[config.mk]
export PLATFORM = sky130hd
export DESIGN_NAME = fcp_top
export DESIGN_NICKNAME = d
export VERILOG_FILES = /design/src/verilog/fcp_pkg.sv /design/src/verilog/fcp_top.sv
export VERILOG_INCLUDE_DIRS = /design/src /design/src/verilog
export SDC_FILE = /design/constraint.sdc
export NUM_CORES = 1
export LEC_CHECK = 0
export BUFFER_PORTS_ARGS = -buffer_cell sky130_fd_sc_hd__buf_2
export CAP_MARGIN = 30
export CORE_UTILIZATION = 55
export CTS_BUF_LIST = sky130_fd_sc_hd__clkbuf_2 sky130_fd_sc_hd__clkbuf_4 sky130_fd_sc_hd__clkbuf_8
export DETAILED_ROUTE_END_ITERATION = 12
export PLACE_DENSITY = 0.73
export REMOVE_ABC_BUFFERS = 1
export SETUP_SLACK_MARGIN = 0.4
export SLEW_MARGIN = 15
export SYNTH_ARGS = -nofsm -noshare
export SYNTH_HDL_FRONTEND = slang
export SYNTH_SLANG_ARGS = --single-unit
[constraint.sdc]
create_clock -name pclk -period 9.1 [get_ports pclk]
set_clock_uncertainty 0.2 [all_clocks]
set_input_delay 1.82 -clock pclk [delete_from_list [all_inputs] [get_ports pclk]]
set_output_delay 1.82 -clock pclk [all_outputs]
set_load 0.01 [all_outputs]
[src/verilog/fcp_map.svh]
// register offsets, field positions, reset values and timing for the command parameter block
// assumes a 20 MHz pclk and a 32-bit apb with byte addressing
`ifndef FCP_MAP_SVH
`define FCP_MAP_SVH
`define FCP_OFS_CMD 8'h00
`define FCP_OFS_PARAM 8'h04
`define FCP_OFS_CFG 8'h08
`define FCP_OFS_STAT 8'h0c
`define FCP_OFS_RESULT 8'h10
`define FCP_CFG_RESET 32'h0000_0000
`define FCP_CFG_STEP_LSB 0
`define FCP_CFG_POLL_DIS_BIT 4
`define FCP_CFG_WTA_BIT 5
`define FCP_CFG_OW_BIT 6
`define FCP_CFG_PERP_LSB 8
`define FCP_CFG_PRECOMP_START_TRACK_LSB 16
`define FCP_CLK_KHZ 20000
`define FCP_STEP_UNIT_US 500
`define FCP_POLL_PERIOD_US 1000
`define FCP_BASE_SECTOR_BYTES 16'h0080
`define FCP_MAX_SIZE_CODE 3'h7
`define FCP_FIRST_SECTOR 8'h01
`define FCP_RESULT_BYTES 3'h5
`endif

[src/verilog/fcp_pkg.sv]
// types shared by the command parameter block
// assumes fcp_map.svh supplies all numeric constants except the opcode and state encodings defined here
package fcp_pkg;
  typedef enum logic [3:0] {
    FCP_OP_READ = 4'h0,
    FCP_OP_READ_DEL = 4'h1,
    FCP_OP_WRITE = 4'h2,
    FCP_OP_VERIFY = 4'h3,
    FCP_OP_FORMAT = 4'h4,
    FCP_OP_SEEK_ABS = 4'h5,
    FCP_OP_SEEK_REL = 4'h6,
    FCP_OP_SENSE = 4'h7
  } fcp_op_t;
  typedef struct packed {
    logic multi_track_flag;
    logic deleted_skip_flag;
    logic no_dma_flag;
    logic verify_count_enable;
    fcp_op_t op;
  } fcp_cmd_t;
  typedef struct packed {
    logic [7:0] cylinder;
    logic head;
    logic [7:0] sector;
    logic [2:0] size_code;
    logic [7:0] end_sector;
    logic [7:0] data_length;
    logic [7:0] sectors_per_track;
    logic [7:0] new_cylinder_target;
    logic [7:0] relative_cylinder_offset;
  } fcp_params_t;
  typedef enum logic [6:0] {
    FCP_IDLE = 7'b000_0001,
    FCP_PARAM = 7'b000_0010,
    FCP_STEP = 7'b000_0100,
    FCP_SECT = 7'b000_1000,
    FCP_XFER = 7'b001_0000,
    FCP_RESULT = 7'b010_0000,
    FCP_DONE = 7'b100_0000
  } fcp_state_t;
endpackage

[src/verilog/fcp_top.sv]
// floppy command parameter interpreter: apb slave, parameter latch, sector/seek sequencer
// assumes drive side inputs are synchronous to pclk; one apb register per aligned word
//
// The register offsets and the APB register port are this design's own decisions.
`include "fcp_map.svh"

// Functional notes
// - multi-track continues head 0 into head 1
// - sector size is 128 shifted by code
// - code zero takes byte count from length
// - no-dma interrupts per byte, else dma requests
// - perpendicular bits change only with overwrite set
// - sense reports present cylinder as result
// - polling disable bit stops drive polling
// - precompensation from programmed start track onward
// - multi-sector transfer starts at given sector
// - relative seek moves offset from present cylinder
// - absolute seek targets new cylinder value
// - sectors per track bounds format and counted verify
// - skip flag passes deleted sectors on read
// - skip with read-deleted takes deleted sectors only
// - skip clear reads every sector, flagging a mismatched mark with 0x40 in the third status byte
// - step pulses spaced half millisecond times code+1
// - status bytes held and read in result phase
// - write timing adjust moves write enable earlier
module fcp_top #(
  parameter int unsigned STEP_UNIT_CYCLES = `FCP_STEP_UNIT_US * `FCP_CLK_KHZ / 1000,
  parameter int unsigned POLL_CYCLES = `FCP_POLL_PERIOD_US * `FCP_CLK_KHZ / 1000
) (
  input wire logic pclk,
  input wire logic presetn,
  input wire logic psel,
  input wire logic penable,
  input wire logic pwrite,
  input wire logic [7:0] paddr,
  input wire logic [31:0] pwdata,
  output logic [31:0] prdata,
  output logic pready,
  output logic pslverr,
  input wire logic disk_sector_found,
  input wire logic [7:0] disk_sector_id,
  input wire logic disk_sector_deleted,
  input wire logic disk_byte_strobe,
  input wire logic dma_ack,
  output logic dma_req,
  output logic data_irq,
  output logic step_pulse,
  output logic step_dir,
  output logic head_select,
  output logic write_enable,
  output logic precomp_enable,
  output logic poll_pulse,
  output logic [3:0] perp_mode_bits
);
  localparam logic [15:0] STEP_UNIT = 16'(STEP_UNIT_CYCLES);
  localparam logic [15:0] POLL_LEN = 16'(POLL_CYCLES);

  // bytes each opcode expects after the command word
  function automatic logic [2:0] param_count(input fcp_pkg::fcp_op_t op);
    unique case (op)
      fcp_pkg::FCP_OP_READ, fcp_pkg::FCP_OP_READ_DEL, fcp_pkg::FCP_OP_WRITE: param_count = 3'h6;
      fcp_pkg::FCP_OP_VERIFY, fcp_pkg::FCP_OP_FORMAT: param_count = 3'h7;
      fcp_pkg::FCP_OP_SEEK_ABS, fcp_pkg::FCP_OP_SEEK_REL: param_count = 3'h1;
      default: param_count = 3'h0;
    endcase
  endfunction

  fcp_pkg::fcp_state_t state_q, state_d;
  fcp_pkg::fcp_cmd_t cmd_q;
  fcp_pkg::fcp_params_t prm_q;
  logic [31:0] cfg_q;
  logic [3:0] perp_q;
  logic [2:0] pidx_q;
  logic [7:0] pcyl_q, target_q, sector_q;
  logic head_q;
  logic [15:0] bytes_q, tick_q, poll_q;
  logic [3:0] unit_q;
  logic [7:0] stat_a_q, stat_b_q, stat_c_q, stat_d_q;
  logic [2:0] ridx_q, rlen_q;
  logic dma_req_q, irq_q, step_q, dir_q, we_q, poll_pulse_q;

  wire wr_acc = psel & penable & pwrite;
  wire rd_acc = psel & penable & ~pwrite;
  wire hit_cmd = paddr == `FCP_OFS_CMD;
  wire hit_param = paddr == `FCP_OFS_PARAM;
  wire hit_cfg = paddr == `FCP_OFS_CFG;
  wire hit_stat = paddr == `FCP_OFS_STAT;
  wire hit_res = paddr == `FCP_OFS_RESULT;
  wire mapped = hit_cmd | hit_param | hit_cfg | hit_stat | hit_res;
  wire idle = state_q == fcp_pkg::FCP_IDLE;
  wire cmd_go = wr_acc & hit_cmd & idle;
  wire param_wr = wr_acc & hit_param & (state_q == fcp_pkg::FCP_PARAM);
  wire res_pop = rd_acc & hit_res & (state_q == fcp_pkg::FCP_RESULT);
  wire fcp_pkg::fcp_cmd_t new_cmd = fcp_pkg::fcp_cmd_t'(pwdata[7:0]);
  wire [2:0] need = param_count(cmd_q.op);
  wire last_param = param_wr & (pidx_q + 3'h1 == need);
  wire is_seek = (cmd_q.op == fcp_pkg::FCP_OP_SEEK_ABS) | (cmd_q.op == fcp_pkg::FCP_OP_SEEK_REL);
  wire is_sense = cmd_q.op == fcp_pkg::FCP_OP_SENSE;
  wire is_write = (cmd_q.op == fcp_pkg::FCP_OP_WRITE) | (cmd_q.op == fcp_pkg::FCP_OP_FORMAT);
  wire [3:0] step_code = cfg_q[`FCP_CFG_STEP_LSB +: 4];
  wire poll_dis = cfg_q[`FCP_CFG_POLL_DIS_BIT];
  wire wta = cfg_q[`FCP_CFG_WTA_BIT];
  wire [7:0] precomp_start_track = cfg_q[`FCP_CFG_PRECOMP_START_TRACK_LSB +: 8];

  // seek target: absolute value, or signed offset from the present cylinder
  // taken from the byte in flight, since the parameter latch only settles at that same edge
  wire [7:0] rel_target = 8'(pcyl_q + pwdata[7:0]);
  wire [7:0] seek_target = (cmd_q.op == fcp_pkg::FCP_OP_SEEK_ABS) ?
                           pwdata[7:0] : rel_target;

  // sector length; code zero uses the host length byte instead
  wire [2:0] size_c = prm_q.size_code;
  wire [15:0] sect_bytes = (size_c == 3'h0) ? {8'h00, prm_q.data_length} :
                           (`FCP_BASE_SECTOR_BYTES << size_c);

  // last sector on a side: counted operations stop at sectors per track
  wire use_sc = (cmd_q.op == fcp_pkg::FCP_OP_FORMAT) |
                ((cmd_q.op == fcp_pkg::FCP_OP_VERIFY) & cmd_q.verify_count_enable);
  wire [7:0] last_sector = use_sc ? prm_q.sectors_per_track : prm_q.end_sector;
  wire side_end = sector_q == last_sector;
  wire mt_wrap = side_end & cmd_q.multi_track_flag & ~head_q;
  wire op_end = side_end & ~mt_wrap;

  // which sectors are taken; the rest pass by without data
  wire id_match = disk_sector_found & (disk_sector_id == sector_q);
  wire rd_skip = (cmd_q.op == fcp_pkg::FCP_OP_READ) & disk_sector_deleted;
  wire rdd_skip = (cmd_q.op == fcp_pkg::FCP_OP_READ_DEL) & ~disk_sector_deleted;
  wire skip_sect = cmd_q.deleted_skip_flag & (rd_skip | rdd_skip);
  wire mark_mismatch = ~cmd_q.deleted_skip_flag & (rd_skip | rdd_skip);
  wire take_sect = (state_q == fcp_pkg::FCP_SECT) & id_match & ~skip_sect;
  wire pass_sect = (state_q == fcp_pkg::FCP_SECT) & id_match & skip_sect;
  wire xfer_byte = (state_q == fcp_pkg::FCP_XFER) & disk_byte_strobe;
  wire sect_done = xfer_byte & (bytes_q == 16'h0001);
  wire advance = pass_sect | sect_done;

  wire step_tick = (state_q == fcp_pkg::FCP_STEP) & (tick_q == 16'h0000);
  wire step_last_unit = unit_q == step_code;
  wire at_target = pcyl_q == target_q;
  wire [7:0] res_byte = (ridx_q == 3'h0) ? stat_a_q :
                        is_sense ? pcyl_q :
                        (ridx_q == 3'h1) ? stat_b_q :
                        (ridx_q == 3'h2) ? stat_c_q :
                        (ridx_q == 3'h3) ? stat_d_q : pcyl_q;

  always_comb begin
    state_d = state_q;
    unique case (state_q)
      fcp_pkg::FCP_IDLE: if (cmd_go) begin
        state_d = (param_count(new_cmd.op) == 3'h0) ? fcp_pkg::FCP_DONE : fcp_pkg::FCP_PARAM;
      end
      fcp_pkg::FCP_PARAM: if (last_param) begin
        state_d = is_seek ? fcp_pkg::FCP_STEP : fcp_pkg::FCP_SECT;
      end
      fcp_pkg::FCP_STEP: if (at_target) begin
        state_d = fcp_pkg::FCP_DONE;
      end
      fcp_pkg::FCP_SECT: if (take_sect) begin
        state_d = fcp_pkg::FCP_XFER;
      end else if (pass_sect & op_end) begin
        state_d = fcp_pkg::FCP_DONE;
      end
      fcp_pkg::FCP_XFER: if (sect_done) begin
        state_d = op_end ? fcp_pkg::FCP_DONE : fcp_pkg::FCP_SECT;
      end
      fcp_pkg::FCP_DONE: state_d = fcp_pkg::FCP_RESULT;
      fcp_pkg::FCP_RESULT: if (res_pop & (ridx_q + 3'h1 == rlen_q)) begin
        state_d = fcp_pkg::FCP_IDLE;
      end
      default: state_d = fcp_pkg::FCP_IDLE;
    endcase
  end

  always_ff @(posedge pclk or negedge presetn) begin
    if (!presetn) begin
      state_q <= fcp_pkg::FCP_IDLE;
    end else begin
      state_q <= state_d;
    end
  end

  // command word and parameter bytes, one field per byte in arrival order; a seek byte loads both seek fields
  always_ff @(posedge pclk or negedge presetn) begin
    if (!presetn) begin
      cmd_q <= '0;
      prm_q <= '0;
      pidx_q <= 3'h0;
    end else if (cmd_go) begin
      cmd_q <= new_cmd;
      pidx_q <= 3'h0;
    end else if (param_wr) begin
      pidx_q <= pidx_q + 3'h1;
      if (is_seek) begin
        prm_q.new_cylinder_target <= pwdata[7:0];
        prm_q.relative_cylinder_offset <= pwdata[7:0];
      end else begin
        unique case (pidx_q)
          3'h0: prm_q.cylinder <= pwdata[7:0];
          3'h1: prm_q.head <= pwdata[0];
          3'h2: prm_q.sector <= pwdata[7:0];
          3'h3: prm_q.size_code <= pwdata[2:0];
          3'h4: prm_q.end_sector <= pwdata[7:0];
          3'h5: prm_q.data_length <= pwdata[7:0];
          default: prm_q.sectors_per_track <= pwdata[7:0];
        endcase
      end
    end
  end

  // configuration; perpendicular bits only move when the overwrite bit is written high
  always_ff @(posedge pclk or negedge presetn) begin
    if (!presetn) begin
      cfg_q <= `FCP_CFG_RESET;
      perp_q <= 4'h0;
    end else if (wr_acc & hit_cfg) begin
      cfg_q <= pwdata;
      if (pwdata[`FCP_CFG_OW_BIT]) begin
        perp_q <= pwdata[`FCP_CFG_PERP_LSB +: 4];
      end
    end
  end

  // position sequencer: start sector, head, byte count, seek target
  always_ff @(posedge pclk or negedge presetn) begin
    if (!presetn) begin
      sector_q <= 8'h00;
      head_q <= 1'b0;
      bytes_q <= 16'h0000;
      target_q <= 8'h00;
    end else if (last_param) begin
      sector_q <= (cmd_q.op == fcp_pkg::FCP_OP_FORMAT) ? `FCP_FIRST_SECTOR : prm_q.sector;
      head_q <= prm_q.head;
      target_q <= seek_target;
    end else begin
      if (take_sect) begin
        bytes_q <= sect_bytes;
      end else if (xfer_byte) begin
        bytes_q <= bytes_q - 16'h0001;
      end
      if (advance & mt_wrap) begin
        head_q <= 1'b1;
        sector_q <= `FCP_FIRST_SECTOR;
      end else if (advance & ~side_end) begin
        sector_q <= sector_q + 8'h01;
      end
    end
  end

  // step timing: a tick every half-millisecond unit, a step after code+1 units
  always_ff @(posedge pclk or negedge presetn) begin
    if (!presetn) begin
      tick_q <= 16'h0000;
      unit_q <= 4'h0;
      pcyl_q <= 8'h00;
      step_q <= 1'b0;
      dir_q <= 1'b0;
    end else begin
      step_q <= 1'b0;
      if (state_q != fcp_pkg::FCP_STEP) begin
        tick_q <= STEP_UNIT - 16'h0001;
        unit_q <= 4'h0;
      end else if (step_tick) begin
        tick_q <= STEP_UNIT - 16'h0001;
        unit_q <= step_last_unit ? 4'h0 : unit_q + 4'h1;
        if (step_last_unit & ~at_target) begin
          step_q <= 1'b1;
          dir_q <= target_q > pcyl_q;
          pcyl_q <= (target_q > pcyl_q) ? pcyl_q + 8'h01 : pcyl_q - 8'h01;
        end
      end else begin
        tick_q <= tick_q - 16'h0001;
      end
    end
  end

  // data requests: dma holds until acknowledged, new byte wins over the ack
  always_ff @(posedge pclk or negedge presetn) begin
    if (!presetn) begin
      dma_req_q <= 1'b0;
      irq_q <= 1'b0;
      we_q <= 1'b0;
    end else begin
      irq_q <= xfer_byte & cmd_q.no_dma_flag;
      if (xfer_byte & ~cmd_q.no_dma_flag) begin
        dma_req_q <= 1'b1;
      end else if (dma_ack) begin
        dma_req_q <= 1'b0;
      end
      // adjusted timing raises the gate at the sector match for pre-erase
      if (is_write & take_sect & wta) begin
        we_q <= 1'b1;
      end else if (is_write & xfer_byte) begin
        we_q <= ~sect_done;
      end else if (state_q != fcp_pkg::FCP_XFER) begin
        we_q <= 1'b0;
      end
    end
  end

  // status bytes captured as the command ends, the third byte at a mismatched sector match, and read out one per access
  always_ff @(posedge pclk or negedge presetn) begin
    if (!presetn) begin
      stat_a_q <= 8'h00;
      stat_b_q <= 8'h00;
      stat_c_q <= 8'h00;
      stat_d_q <= 8'h00;
      ridx_q <= 3'h0;
      rlen_q <= 3'h0;
    end else if (cmd_go) begin
      stat_c_q <= 8'h00;
    end else if (take_sect & mark_mismatch) begin
      stat_c_q <= 8'h40;
    end else if (state_q == fcp_pkg::FCP_DONE) begin
      stat_a_q <= {2'b00, is_seek | is_sense, 4'h0, head_q};
      stat_b_q <= {side_end, 7'h00};
      stat_d_q <= {3'b000, pcyl_q == 8'h00, 3'b000, head_q};
      ridx_q <= 3'h0;
      rlen_q <= is_sense ? 3'h2 : `FCP_RESULT_BYTES;
    end else if (res_pop) begin
      ridx_q <= ridx_q + 3'h1;
    end
  end

  // drive polling runs only when idle and not disabled
  always_ff @(posedge pclk or negedge presetn) begin
    if (!presetn) begin
      poll_q <= 16'h0000;
      poll_pulse_q <= 1'b0;
    end else begin
      poll_pulse_q <= 1'b0;
      if (poll_dis | ~idle) begin
        poll_q <= POLL_LEN - 16'h0001;
      end else if (poll_q == 16'h0000) begin
        poll_q <= POLL_LEN - 16'h0001;
        poll_pulse_q <= 1'b1;
      end else begin
        poll_q <= poll_q - 16'h0001;
      end
    end
  end

  wire [31:0] stat_word = {16'h0000, pcyl_q, 1'b0, state_q};
  assign pready = 1'b1;
  assign pslverr = psel & penable & ~mapped;
  assign prdata = ~rd_acc ? 32'h0000_0000 :
                  hit_cmd ? {24'h00_0000, cmd_q} :
                  hit_cfg ? cfg_q :
                  hit_stat ? stat_word :
                  (hit_res & (state_q == fcp_pkg::FCP_RESULT)) ? {24'h00_0000, res_byte} :
                  32'h0000_0000;
  assign dma_req = dma_req_q;
  assign data_irq = irq_q;
  assign step_pulse = step_q;
  assign step_dir = dir_q;
  assign head_select = head_q;
  assign write_enable = we_q;
  assign precomp_enable = pcyl_q >= precomp_start_track;
  assign poll_pulse = poll_pulse_q;
  assign perp_mode_bits = perp_q;
endmodule

After elaboration in Yosys (flattened, before gate mapping):

Index checks and enable logic that the tools add are counted.

* register bits: 192
* input bits: 57
* output and inout port bits: 46
* word-level logic and storage cells: 262

* add/sub/neg operators: 10
* order comparisons: 2
* equal/unequal tests: 47
* shifts and indexed selects: 1
* muxes and demuxes: 61
* bitwise operators: 68
* reduce and logical (&&, ||, !) cells: 38

Operator list (count)
* $mux W16: 8
* $mux W8: 15
* $mux W32: 3
* $mux W7: 9
* $pmux W7 S7: 1
* $sub A16 B1 Y16 const B: 3
* $and A1 B1 Y1: 39
* $logic_not A16 Y1: 2
* $eq A4 B3 Y1 const B: 7
* $eq A8 B8 Y1: 3
* $reduce_and A4 Y1: 6
* $mux W3: 7
* $not A1 Y1: 18
* $pmux W3 S3: 2
* $add A8 B1 Y8 const B: 2
* $eq A16 B1 Y1 const B: 1
* $eq A4 B2 Y1 const B: 4
* $eq A8 B4 Y1 const B: 2
* $logic_not A8 Y1: 2
* $mux W4: 4
* $shl A8 B3 Y16 const A: 1
* $reduce_bool A2 Y1: 7
* $eq A3 B2 Y1 const B: 4
* $logic_not A3 Y1: 4
* 35 further kinds: 73

Logic depth before layout (Yosys ltp):

Gate-level depths: netlist of run 1.

* depth after elaboration: 13
* gate-level depth with buffers: 16
* gate-level depth less buffers: 16

Worst setup path after synthesis of run 1:

OpenSTA, ideal clock, no wires.

* path kind: input -> output
* start: input paddr[4]
* end: output prdata[22]
* data arrival time: 3.322 ns
* setup slack: 3.758 ns
* cell stages on the path: 5
* cells stage by stage: or4_4 -> nor3_1 -> nand3_1 -> clkbuf_1 -> nor3_1

* cells in the longest elaborated chain, start to end: 4
* elaborated cells between the ends (all ways): 5

Ends and longest elaborated chain
* start, declared: line fcp_top.sv:35 `input wire logic [7:0] paddr,`
* $eq A8 B4 Y1 (no line)
* $mux W32: line fcp_top.sv:346 `hit_cfg ? cfg_q :`
* $mux W32 (*): line fcp_top.sv:345 `hit_cmd ? {24'h00_0000, cmd_q} :`
* $mux W32 (*): line fcp_top.sv:344 `assign prdata = ~rd_acc ? 32'h0000_0000 :`
* end, declared: line fcp_top.sv:37 `output logic [31:0] prdata,`

Every way passes the cells marked *; elsewhere a longest branch is shown, timed or not.

Worst setup path in the final report of run 1:

* start: input paddr[4]
* end: output prdata[29]

Same word-level chain as after synthesis.

==> results of run 1 <==
[state kept, by name, summed over array words and instances, names as in the netlist, 2 cells and up]
signal          cells
pcyl_q              8
size_c              3
state_q             7
bytes_q            16
sector_q            8
cmd_q               8
target_q            8
tick_q             16
poll_q             16
ridx_q              3
perp_mode_bits      4
prm_q              33
pidx_q              3
stat_d_q            2
rlen_q              2
cfg_q              32
unit_q              4
[worst min-delay path by stage]
| stage | startpoint | endpoint | slack, ns | depth (start not counted) |
|---|---|---|---|---|
| 2_1_floorplan | poll_q[0] | poll_q[0] | 0.23 | 1 |
| 6_report | poll_q[0] | poll_q[0] | 0.27 | 1 |
| 3_5_place_dp | poll_q[0] | poll_q[0] | 0.26 | 1 |
| 4_1_cts | poll_q[0] | poll_q[0] | 0.27 | 1 |
| 3_3_place_gp | poll_q[0] | poll_q[0] | 0.25 | 1 |
| 5_1_grt | poll_q[0] | poll_q[0] | 0.31 | 1 |
[worst register-to-register path, cell delays in order, from the launching register on]
cell and delay (ns):
dfrtp_1 0.59, inv_1 0.17, ha_1 0.35, nor2b_1 0.14, o21ai_0 0.15, nand2b_1 0.09
a2111oi_0 0.49, o41ai_1 0.14, nand2b_1 0.35, ha_1 0.32, a21o_1 0.15, a21oi_1 0.20
o21ai_0 0.17, o41ai_1 0.37, nor2b_1 0.18, mux2i_1 0.11, xnor2_1 0.14
[area by class of cell]
type                       instances  area, µm²  share of cell area (%)
timing repair buffer             109        619                    5.36
clock buffer                      18        248                    2.14
inverter                          49        184                    1.59
clock inverter                    14        164                    1.42
sequential                       183       4580                    39.6
multi-input combinational        824       5480                    47.4
tap                              229        287                    2.48
[where the power goes]
part           total [W]  internal, W  switching, W
clock network   0.000579     0.000259      0.000320
logic           0.000176    0.0000592      0.000117
registers       0.000857     0.000834     0.0000229
total            0.00161      0.00115      0.000459
[synthesized netlist by cell type (all sizes together), types with 3 or more instances]
cell / number
nand2: 146
a22oi: 9
a221oi: 5
o31ai: 6
o21ai: 72
or2: 3
clkbuf: 31
a222oi: 3
mux2: 63
o21a: 3
a31oi: 5
or4: 11
ha: 46
o41ai: 4
nor2: 92
buf: 9
a21o: 13
nand3b: 4
or3: 10
dfrtp: 182
nand4: 7
nor4: 27
nor3b: 5
a21oi: 39
nand3: 37
nand4b: 5
and2: 15
nor2b: 14
nor3: 38
and3: 6
mux2i: 25
nand2b: 13
xor2: 22
inv: 49
xnor2: 44
[metrics by stage]
| stage | instances | area [µm²] | util, % |
|---|---|---|---|
| after global placement | 1390 | 11100 | 60.6 |
| final | 1426 | 11600 | 63.3 |
| after detailed placement | 1390 | 11100 | 60.6 |
| after floorplan | 1056 | 10200 | - |
| after global routing | 1426 | 11600 | 63.3 |
| after CTS | 1422 | 11500 | 62.9 |
[layer usage]
metal / global-route usage [%] / vias to the layer above / share of wire [%]
met5: 0 / - / 0
met4: 8.71 / 0 / 2.3
met3: 5.92 / 42 / 6.4
met2: 41.7 / 273 / 45
met1: 37.1 / 3993 / 47
li1: - / 4018 / -
[kinds of logic after synthesis]
logic type	synth area share [%]
and+or+nand+nor	21.3
muxes	9.23
adders and majority gates	5.92
buffers and inverters	3.33
AOI/OAI and AO/OA	10.6
other	0.0361
xor gates and xnor gates	5.56
DFF	44.1
==> flow_summary_export.csv, run 1 <==
group,metric,value,unit
timing,fmaxAchievable,161,MHz
floorplan,pin_count,103,
clocking,clock_sinks,183,
synthesis,syn_inst,1096,
timing,hold_ws,0.271,ns
placement,place_congestion,0.897,
synthesis,yosys.area.top_type_share,43.8,%
worst_setup_path,crit_family,"simple AND/OR/NAND/NOR gates",
worst_setup_path,worstSetupPathType,"in2out",
timing,slew_headroom,43.3,%
placement,io_buffers,101,
worst_setup_path,r2r_end,"pcyl_q[7]",
flow_run,maxCapViolCount,0,
synthesis,synth_warnings,0,
run_status,status,"finished, final reports clean",
finish,fillers,1510,
clocking,clk_latency,0.48,ns
grt,grt_pass1_vias,7940,
synthesis,synth_edf_count,0,
route,postRouteWirelength,24700,µm
finish,drive_above_1_share,18.3,%
power_and_ir_drop,power.density,139,mW/mm²
route,vias_per_cell,5.84,
worst_setup_path,cp-endpoint,"prdata[29]",
timing,finalCriticalPeriod,6.22,ns
route,drt_iter0_drc,590,
floorplan,die_height,140,µm
synthesis,synth.distinct_cells,71,
clocking,clockBufferDepth,2,
finish,final_common_cell,"dfrtp_1",
worst_setup_path,rr_worst_depth,16,
timing,setup_tns,0,ns
grt,track_usage,26.7,%
grt,grt_pass1_wl,40700,µm
floorplan,die_x,140,µm
route,drt_first_pass_iters,5,
floorplan,coreArea,0.0183,mm²
timing,rsz0062_at_grt,"no",
route,drc,0,
worst_setup_path,crit_required,7.08,ns
clocking,cts_tree,"yes",
synthesis,synth_area,0.0104,mm²
timing,finalSetupViolations,0,
worst_setup_path,worst-path-buf-inv,2,
worst_setup_path,cp-startpoint,"paddr[4]",
clocking,cts_root_buf,"clkbuf_8",
synthesis,synth_area_leaders,"dfrtp_1, mux2_2, ha_1, nand2_1, xnor2_1",
timing,fin_ws,2.88,ns
worst_setup_path,crit_top_cell,"buf_2",
worst_setup_path,end_kind,"primary output",
clocking,htree_num_levels,4,
power_and_ir_drop,fin_total_pwr,0.00161,W
clocking,hold_buffers,0,
timing,worst_pin_slew,0.851,ns
hold_path,hold_class,"reg2reg",
synthesis,synth_area_leader_cell,"dfrtp_1",
finish,diodes,0,
timing,hold_viol,0,
timing,period_share,68.4,%
worst_setup_path,crit_slowest_cell,"or4_4",
grt,antenna_found_initial,0,
synthesis,async_reset_ff_share,100,%
synthesis,synth_top_flop_cell,"dfrtp_1",
synthesis,ys_ff_latch,183,
synthesis,seq_area_frac_synth,44.1,%
grt,grt_max_degree,115,
finish,syn2layout_area_growth,11.2,%
timing,slew_viol_final,0,
placement,dp_hpwl,17300,µm
worst_setup_path,arrival,4.20,ns
route,wl_per_cell,17.3,µm
finish,layout_common_cells,"dfrtp_1, nand2_1, buf_2, nor2_1, o21ai_0",
clocking,post-cts-setup-buffers,0,
synthesis,avgSynthCellArea,9.49,µm²
power_and_ir_drop,peakVddDrop,0.0952,mV
finish,layout.nets,1289,
clocking,cts_resized,0,
worst_setup_path,path_cells,"buf_2 -> or4_4 -> nor3_1 -> nand3_1 -> nor2_1 -> and2_1 -> buf_2",
clocking,numCtsBuffers,17,
clocking,clk_pin_slew_worst_paths,0.09,ns
grt,gr-total-overflow,0,
placement,place_ws,2.89,ns
worst_setup_path,cp_slowest_stage_delay,0.56,ns
route,routed-via-count,8326,
floorplan,die_area,0.0195,mm²
floorplan,fp-row-count,49,
worst_setup_path,cp.depth,7,
power_and_ir_drop,p_leak,5.47,nW
worst_setup_path,start_kind,"input port",
route,drt.antenna.violating_nets,0,
worst_setup_path,path_max_fanout,16,
worst_setup_path,r2r_slack,4.68,ns
floorplan,initial_core_util,56.9,%
worst_setup_path,r2r_start,"pcyl_q[1]",
(Power assumes the default switching activity.)
==> inputs of run 2 (changes only) <==
PLACE_DENSITY = 0.76   (was 0.73)
clock period = 5.7 ns   (was 9.1 ns; I/O delays follow)
==> flow_summary_export.csv, run 2 (synthesis results as in run 1) <==
group,metric,value,unit
finish,stdcell_count,1424,
clocking,clk_latency,0.48,ns
route,top_layer_used,"met4",
worst_setup_path,r2r_slack,1.40,ns
worst_setup_path,crit_slowest_cell,"or4_4",
finish,reg_top3,"prm_q (33), cfg_q (32)",
floorplan,die_area,0.0195,mm²
worst_setup_path,r2r_start,"pcyl_q[1]",
finish,finish.utilization,62.8,%
route,dr_wl_met3,1480,µm
flow_run,maxCapViolCount,0,
floorplan,fp-row-count,49,
route,postRouteWirelength,24600,µm
placement,place_ws,0.844,ns
clocking,clockBufferDepth,2,
worst_setup_path,crit_required,4.36,ns
route,wl_met1,11200,µm
worst_setup_path,arrival,3.50,ns
clocking,cts_root_buf,"clkbuf_8",
placement,io_buffers,101,
grt,grt_max_degree,104,
placement,placed_cells,1392,
clocking,cts_resized,0,
placement,dp_hpwl,17500,µm
worst_setup_path,cp.depth,7,
run_status,status,"finished, final reports clean",
worst_setup_path,path_cells,"buf_2 -> or4_4 -> nor3_1 -> nand3_1 -> nor2_1 -> and2_1 -> buf_2",
clocking,clk_pin_slew_worst_paths,0.09,ns
floorplan,coreArea,0.0183,mm²
worst_setup_path,path_max_fanout,16,
worst_setup_path,start_kind,"input port",
grt,antenna_found_initial,0,
route,drt_iter0_drc,599,
floorplan,die_height,140,µm
route,vias_per_cell,5.88,
finish,final_common_cell,"dfrtp_1",
finish,top_register,"prm_q",
finish,largest_register_ffs,33,
finish,layout.nets,1287,
route,routed-via-count,8370,
timing,finalCriticalPeriod,4.84,ns
clocking,cts_tree,"yes",
worst_setup_path,cp-startpoint,"paddr[4]",
timing,slew_headroom,40.6,%
grt,grt_pass1_wl,41200,µm
floorplan,pin_count,103,
worst_setup_path,cp-endpoint,"prdata[16]",
timing,fmaxAchievable,206,MHz
route,wl_met2,11500,µm
finish,drive_above_1_share,18.2,%
timing,period_share,85.0,%
route,drt.antenna.violating_nets,0,
worst_setup_path,crit_top_cell,"buf_2",
timing,fin_ws,0.856,ns
placement,place_congestion,0.902,
worst_setup_path,r2r_end,"pcyl_q[7]",
finish,layout_common_cells,"dfrtp_1, nand2_1, buf_2, nor2_1, o21ai_0",
route,wl_per_cell,17.3,µm
route,drt_first_pass_iters,5,
timing,hold_ws,0.266,ns
power_and_ir_drop,p_leak,5.44,nW
grt,gr-total-overflow,0,
hold_path,hold_class,"reg2reg",
power_and_ir_drop,power.density,220,mW/mm²
worst_setup_path,cp_slowest_stage_delay,0.56,ns
timing,rsz0062_at_grt,"no",
route,drc,0,
clocking,numCtsBuffers,17,
clocking,htree_num_levels,4,
clocking,hold_buffers,0,
clocking,clock_sinks,183,
floorplan,initial_core_util,56.9,%
worst_setup_path,worstSetupPathType,"in2out",
finish,syn2layout_area_growth,10.4,%
worst_setup_path,worst-path-buf-inv,2,
worst_setup_path,end_kind,"primary output",
grt,grt_pass1_vias,8262,
floorplan,die_x,140,µm
worst_setup_path,crit_family,"simple AND/OR/NAND/NOR gates",
power_and_ir_drop,peakVddDrop,0.157,mV
worst_setup_path,rr_worst_depth,16,
grt,track_usage,26.9,%
timing,hold_viol,0,
timing,finalSetupViolations,0,
timing,slew_viol_final,0,
clocking,post-cts-setup-buffers,0,
finish,diodes,0,
timing,worst_pin_slew,0.891,ns
==> run 2: per-layer routing <==
metal	global-route usage, %	up-vias
li1	-	4028
met2	43.5	240
met1	36.2	4058
met4	8.83	0
met5	0	-
met3	5.57	44
==> run 2: layout make-up <==
cell class / count / area, µm²
tap: 229 / 287
clock buffer: 19 / 249
multi-input combinational: 824 / 5480
fill: 1524 / 6790
sequential: 183 / 4580
timing repair buffer: 107 / 559
inverter: 49 / 184
clock inverter: 13 / 136
==> run 2: how the worst min path moves through the flow <==
stage          startpoint   endpoint  slack, ns  cells after the start
4_1_cts         poll_q[0]  poll_q[0]       0.27                      1
2_1_floorplan   poll_q[0]  poll_q[0]       0.23                      1
3_3_place_gp    poll_q[0]  poll_q[0]       0.25                      1
3_5_place_dp    poll_q[0]  poll_q[0]       0.26                      1
6_report        poll_q[0]  poll_q[0]       0.27                      1
5_1_grt         poll_q[0]  poll_q[0]       0.29                      1
==> run 2: worst register-to-register path, stage by stage (launching register included) <==
cell       delay [ns]
dfrtp_1          0.57
inv_1            0.18
ha_1             0.34
nor2b_1          0.14
o21ai_0          0.15
nand2b_1         0.07
a2111oi_0        0.44
o41ai_1          0.14
nand2b_1         0.35
ha_1             0.32
a21o_1           0.15
a21oi_1          0.22
o21ai_0          0.16
o41ai_1          0.33
nor2b_1          0.18
mux2i_1          0.11
xnor2_1          0.14
==> run 2: stage by stage <==
step                      setup TNS [ns]  total power [W]  instance area, µm²
final                                  0          0.00253               11500
after floorplan                  -0.0940          0.00154               10200
after global routing                   0          0.00263               11500
after detailed placement               0          0.00167               11100
after CTS                              0          0.00254               11500
after global placement                 0          0.00166               11100
==> run 2: where the power goes <==
part / leakage (nW) / internal [W] / switching, W
sequential: 2.37 / 0.00133 / 0.0000337
combinational: 2.87 / 0.0000913 / 0.000187
clock: 0.196 / 0.000370 / 0.000512
total: 5.44 / 0.00179 / 0.000733
==> inputs of run 3 (changes only) <==
clock period = 4.41 ns   (was 5.7 ns; I/O delays follow)
==> flow_summary_export.csv, run 3 (synthesis results as in run 1) <==
group,metric,value,unit
power_and_ir_drop,power.density,278,mW/mm²
timing,slew_viol_final,0,
route,wl_per_cell,17.4,µm
grt,grt_pass1_vias,8180,
grt,met1_usage,36.2,%
clocking,clockBufferDepth,2,
timing,worst_pin_slew,0.848,ns
clocking,htree_num_levels,4,
placement,dp_hpwl,18000,µm
finish,largest_register_ffs,33,
finish,layout.nets,1304,
floorplan,initial_core_util,56.9,%
power_and_ir_drop,p_leak,5.53,nW
floorplan,die_area,0.0195,mm²
hold_path,hold_path_depth,1,
route,drt_first_pass_iters,6,
grt,grt_max_degree,99,
flow_run,maxCapViolCount,0,
timing,finalCriticalPeriod,3.82,ns
clocking,cts_tree,"yes",
grt,grt_util_met2,43.8,%
worst_setup_path,rr_worst_depth,16,
route,postRouteWirelength,25100,µm
floorplan,die_x,140,µm
route,drt_iter0_drc,567,
floorplan,fp-row-count,49,
worst_setup_path,path_max_fanout,6,
route,drc,0,
finish,syn2layout_area_growth,11.6,%
finish,fillers,1504,
timing,slew_headroom,43.5,%
finish,drive_above_1_share,19.3,%
timing,fin_ws,0.592,ns
placement,place_congestion,0.902,
floorplan,die_height,140,µm
placement,io_buffers,101,
finish,diodes,0,
power_and_ir_drop,peakVddDrop,0.175,mV
clocking,hold_buffers,0,
route,vias_per_cell,5.85,
hold_path,hold_class,"reg2reg",
grt,antenna_found_initial,0,
finish,multi_input_area,0.00549,mm²
grt,track_usage,27.1,%
worst_setup_path,worstSetupPathType,"reg2out",
floorplan,pin_count,103,
finish,top_register,"prm_q",
grt,grt_use_met3,5.68,%
grt,grt_pass1_wl,41400,µm
worst_setup_path,crit_required,3.33,ns
clocking,clock_sinks,183,
grt,gr-total-overflow,0,
finish,finish.utilization,63.5,%
worst_setup_path,arrival,2.74,ns
run_status,status,"finished, final reports clean",
timing,finalSetupViolations,0,
timing,fmaxAchievable,262,MHz
finish,seq_area,0.00458,mm²
finish,layout_common_cells,"dfrtp_1, nand2_1, buf_2, nor2_1, o21ai_0",
clocking,clk_pin_slew_worst_paths,0.11,ns
grt,top_usage_layer,"met2",
placement,place_ws,0.539,ns
route,drt.antenna.violating_nets,0,
clocking,cts_root_buf,"clkbuf_8",
finish,final_common_cell,"dfrtp_1",
timing,hold_viol,0,
timing,period_share,86.6,%
power_and_ir_drop,fin_total_pwr,0.00323,W
route,routed-via-count,8431,
timing,rsz0062_at_grt,"no",
clocking,numCtsBuffers,17,
worst_setup_path,end_kind,"primary output",
floorplan,coreArea,0.0183,mm²
finish,reg_top3,"prm_q (33), cfg_q (32)",
clocking,clk_latency,0.47,ns
worst_setup_path,start_kind,"flop",
-- run 3: critical path, cell delays in order (launching register included) --
cell,delay [ns]
dfrtp_1,0.47
nor3_4,0.28
and2_1,0.19
and3b_1,0.24
nand4_1,0.16
nor2_1,0.28
and2_1,0.25
a221oi_1,0.10
nor2_1,0.13
buf_2,0.17
-- run 3: timing repair --
item,in CTS,in global routing
setup endpoints to repair,0,12
resized for setup,0,2
setup buffers,0,3
-- run 3: metrics by stage --
step,setup TNS [ns],instances,cell area (µm²),hold slack [ns]
floorplan,-23.85,1056,10200,0.229
global placement,0,1405,11200,0.253
detailed placement,0,1405,11200,0.263
CTS,0,1436,11600,0.286
global route,0,1440,11600,0.319
finish,0,1440,11600,0.279
-- run 3: report_power, final --
part           switching (W)  total [W]  internal (W)
sequential         0.0000468    0.00177       0.00172
combinational       0.000242   0.000374      0.000131
clock               0.000672    0.00109      0.000414
total               0.000961    0.00323       0.00227
-- run 3: layout make-up --
type                       count  share of cell area (%)
multi-input combinational    824                    47.2
sequential                   183                    39.5
timing repair buffer         124                    6.11
tap                          229                    2.47
clock buffer                  17                    2.02
inverter                      49                    1.58
clock inverter                14                    1.12
-- run 3: path summary, 6_finish.rpt --
kind | startpoint | end | slack [ns]
min in group asynchronous | presetn | bytes_q[10] | 0.29
hold / removal | poll_q[0] | poll_q[0] | 0.28
max in group asynchronous | presetn | cfg_q[3] | 2.79
hold reg to reg | poll_q[0] | poll_q[0] | 0.28
setup / recovery | state_q[2] | prdata[2] | 0.59
setup reg to reg | pcyl_q[1] | pcyl_q[7] | 0.74
-- run 3: metal layers --
layer,part of all wire [%],wire length [µm],up-vias
li1,-,-,4055
met1,44,10900,4046
met2,47,11800,285
met3,6.8,1710,45
met4,2.6,640,0
met5,0,0,-
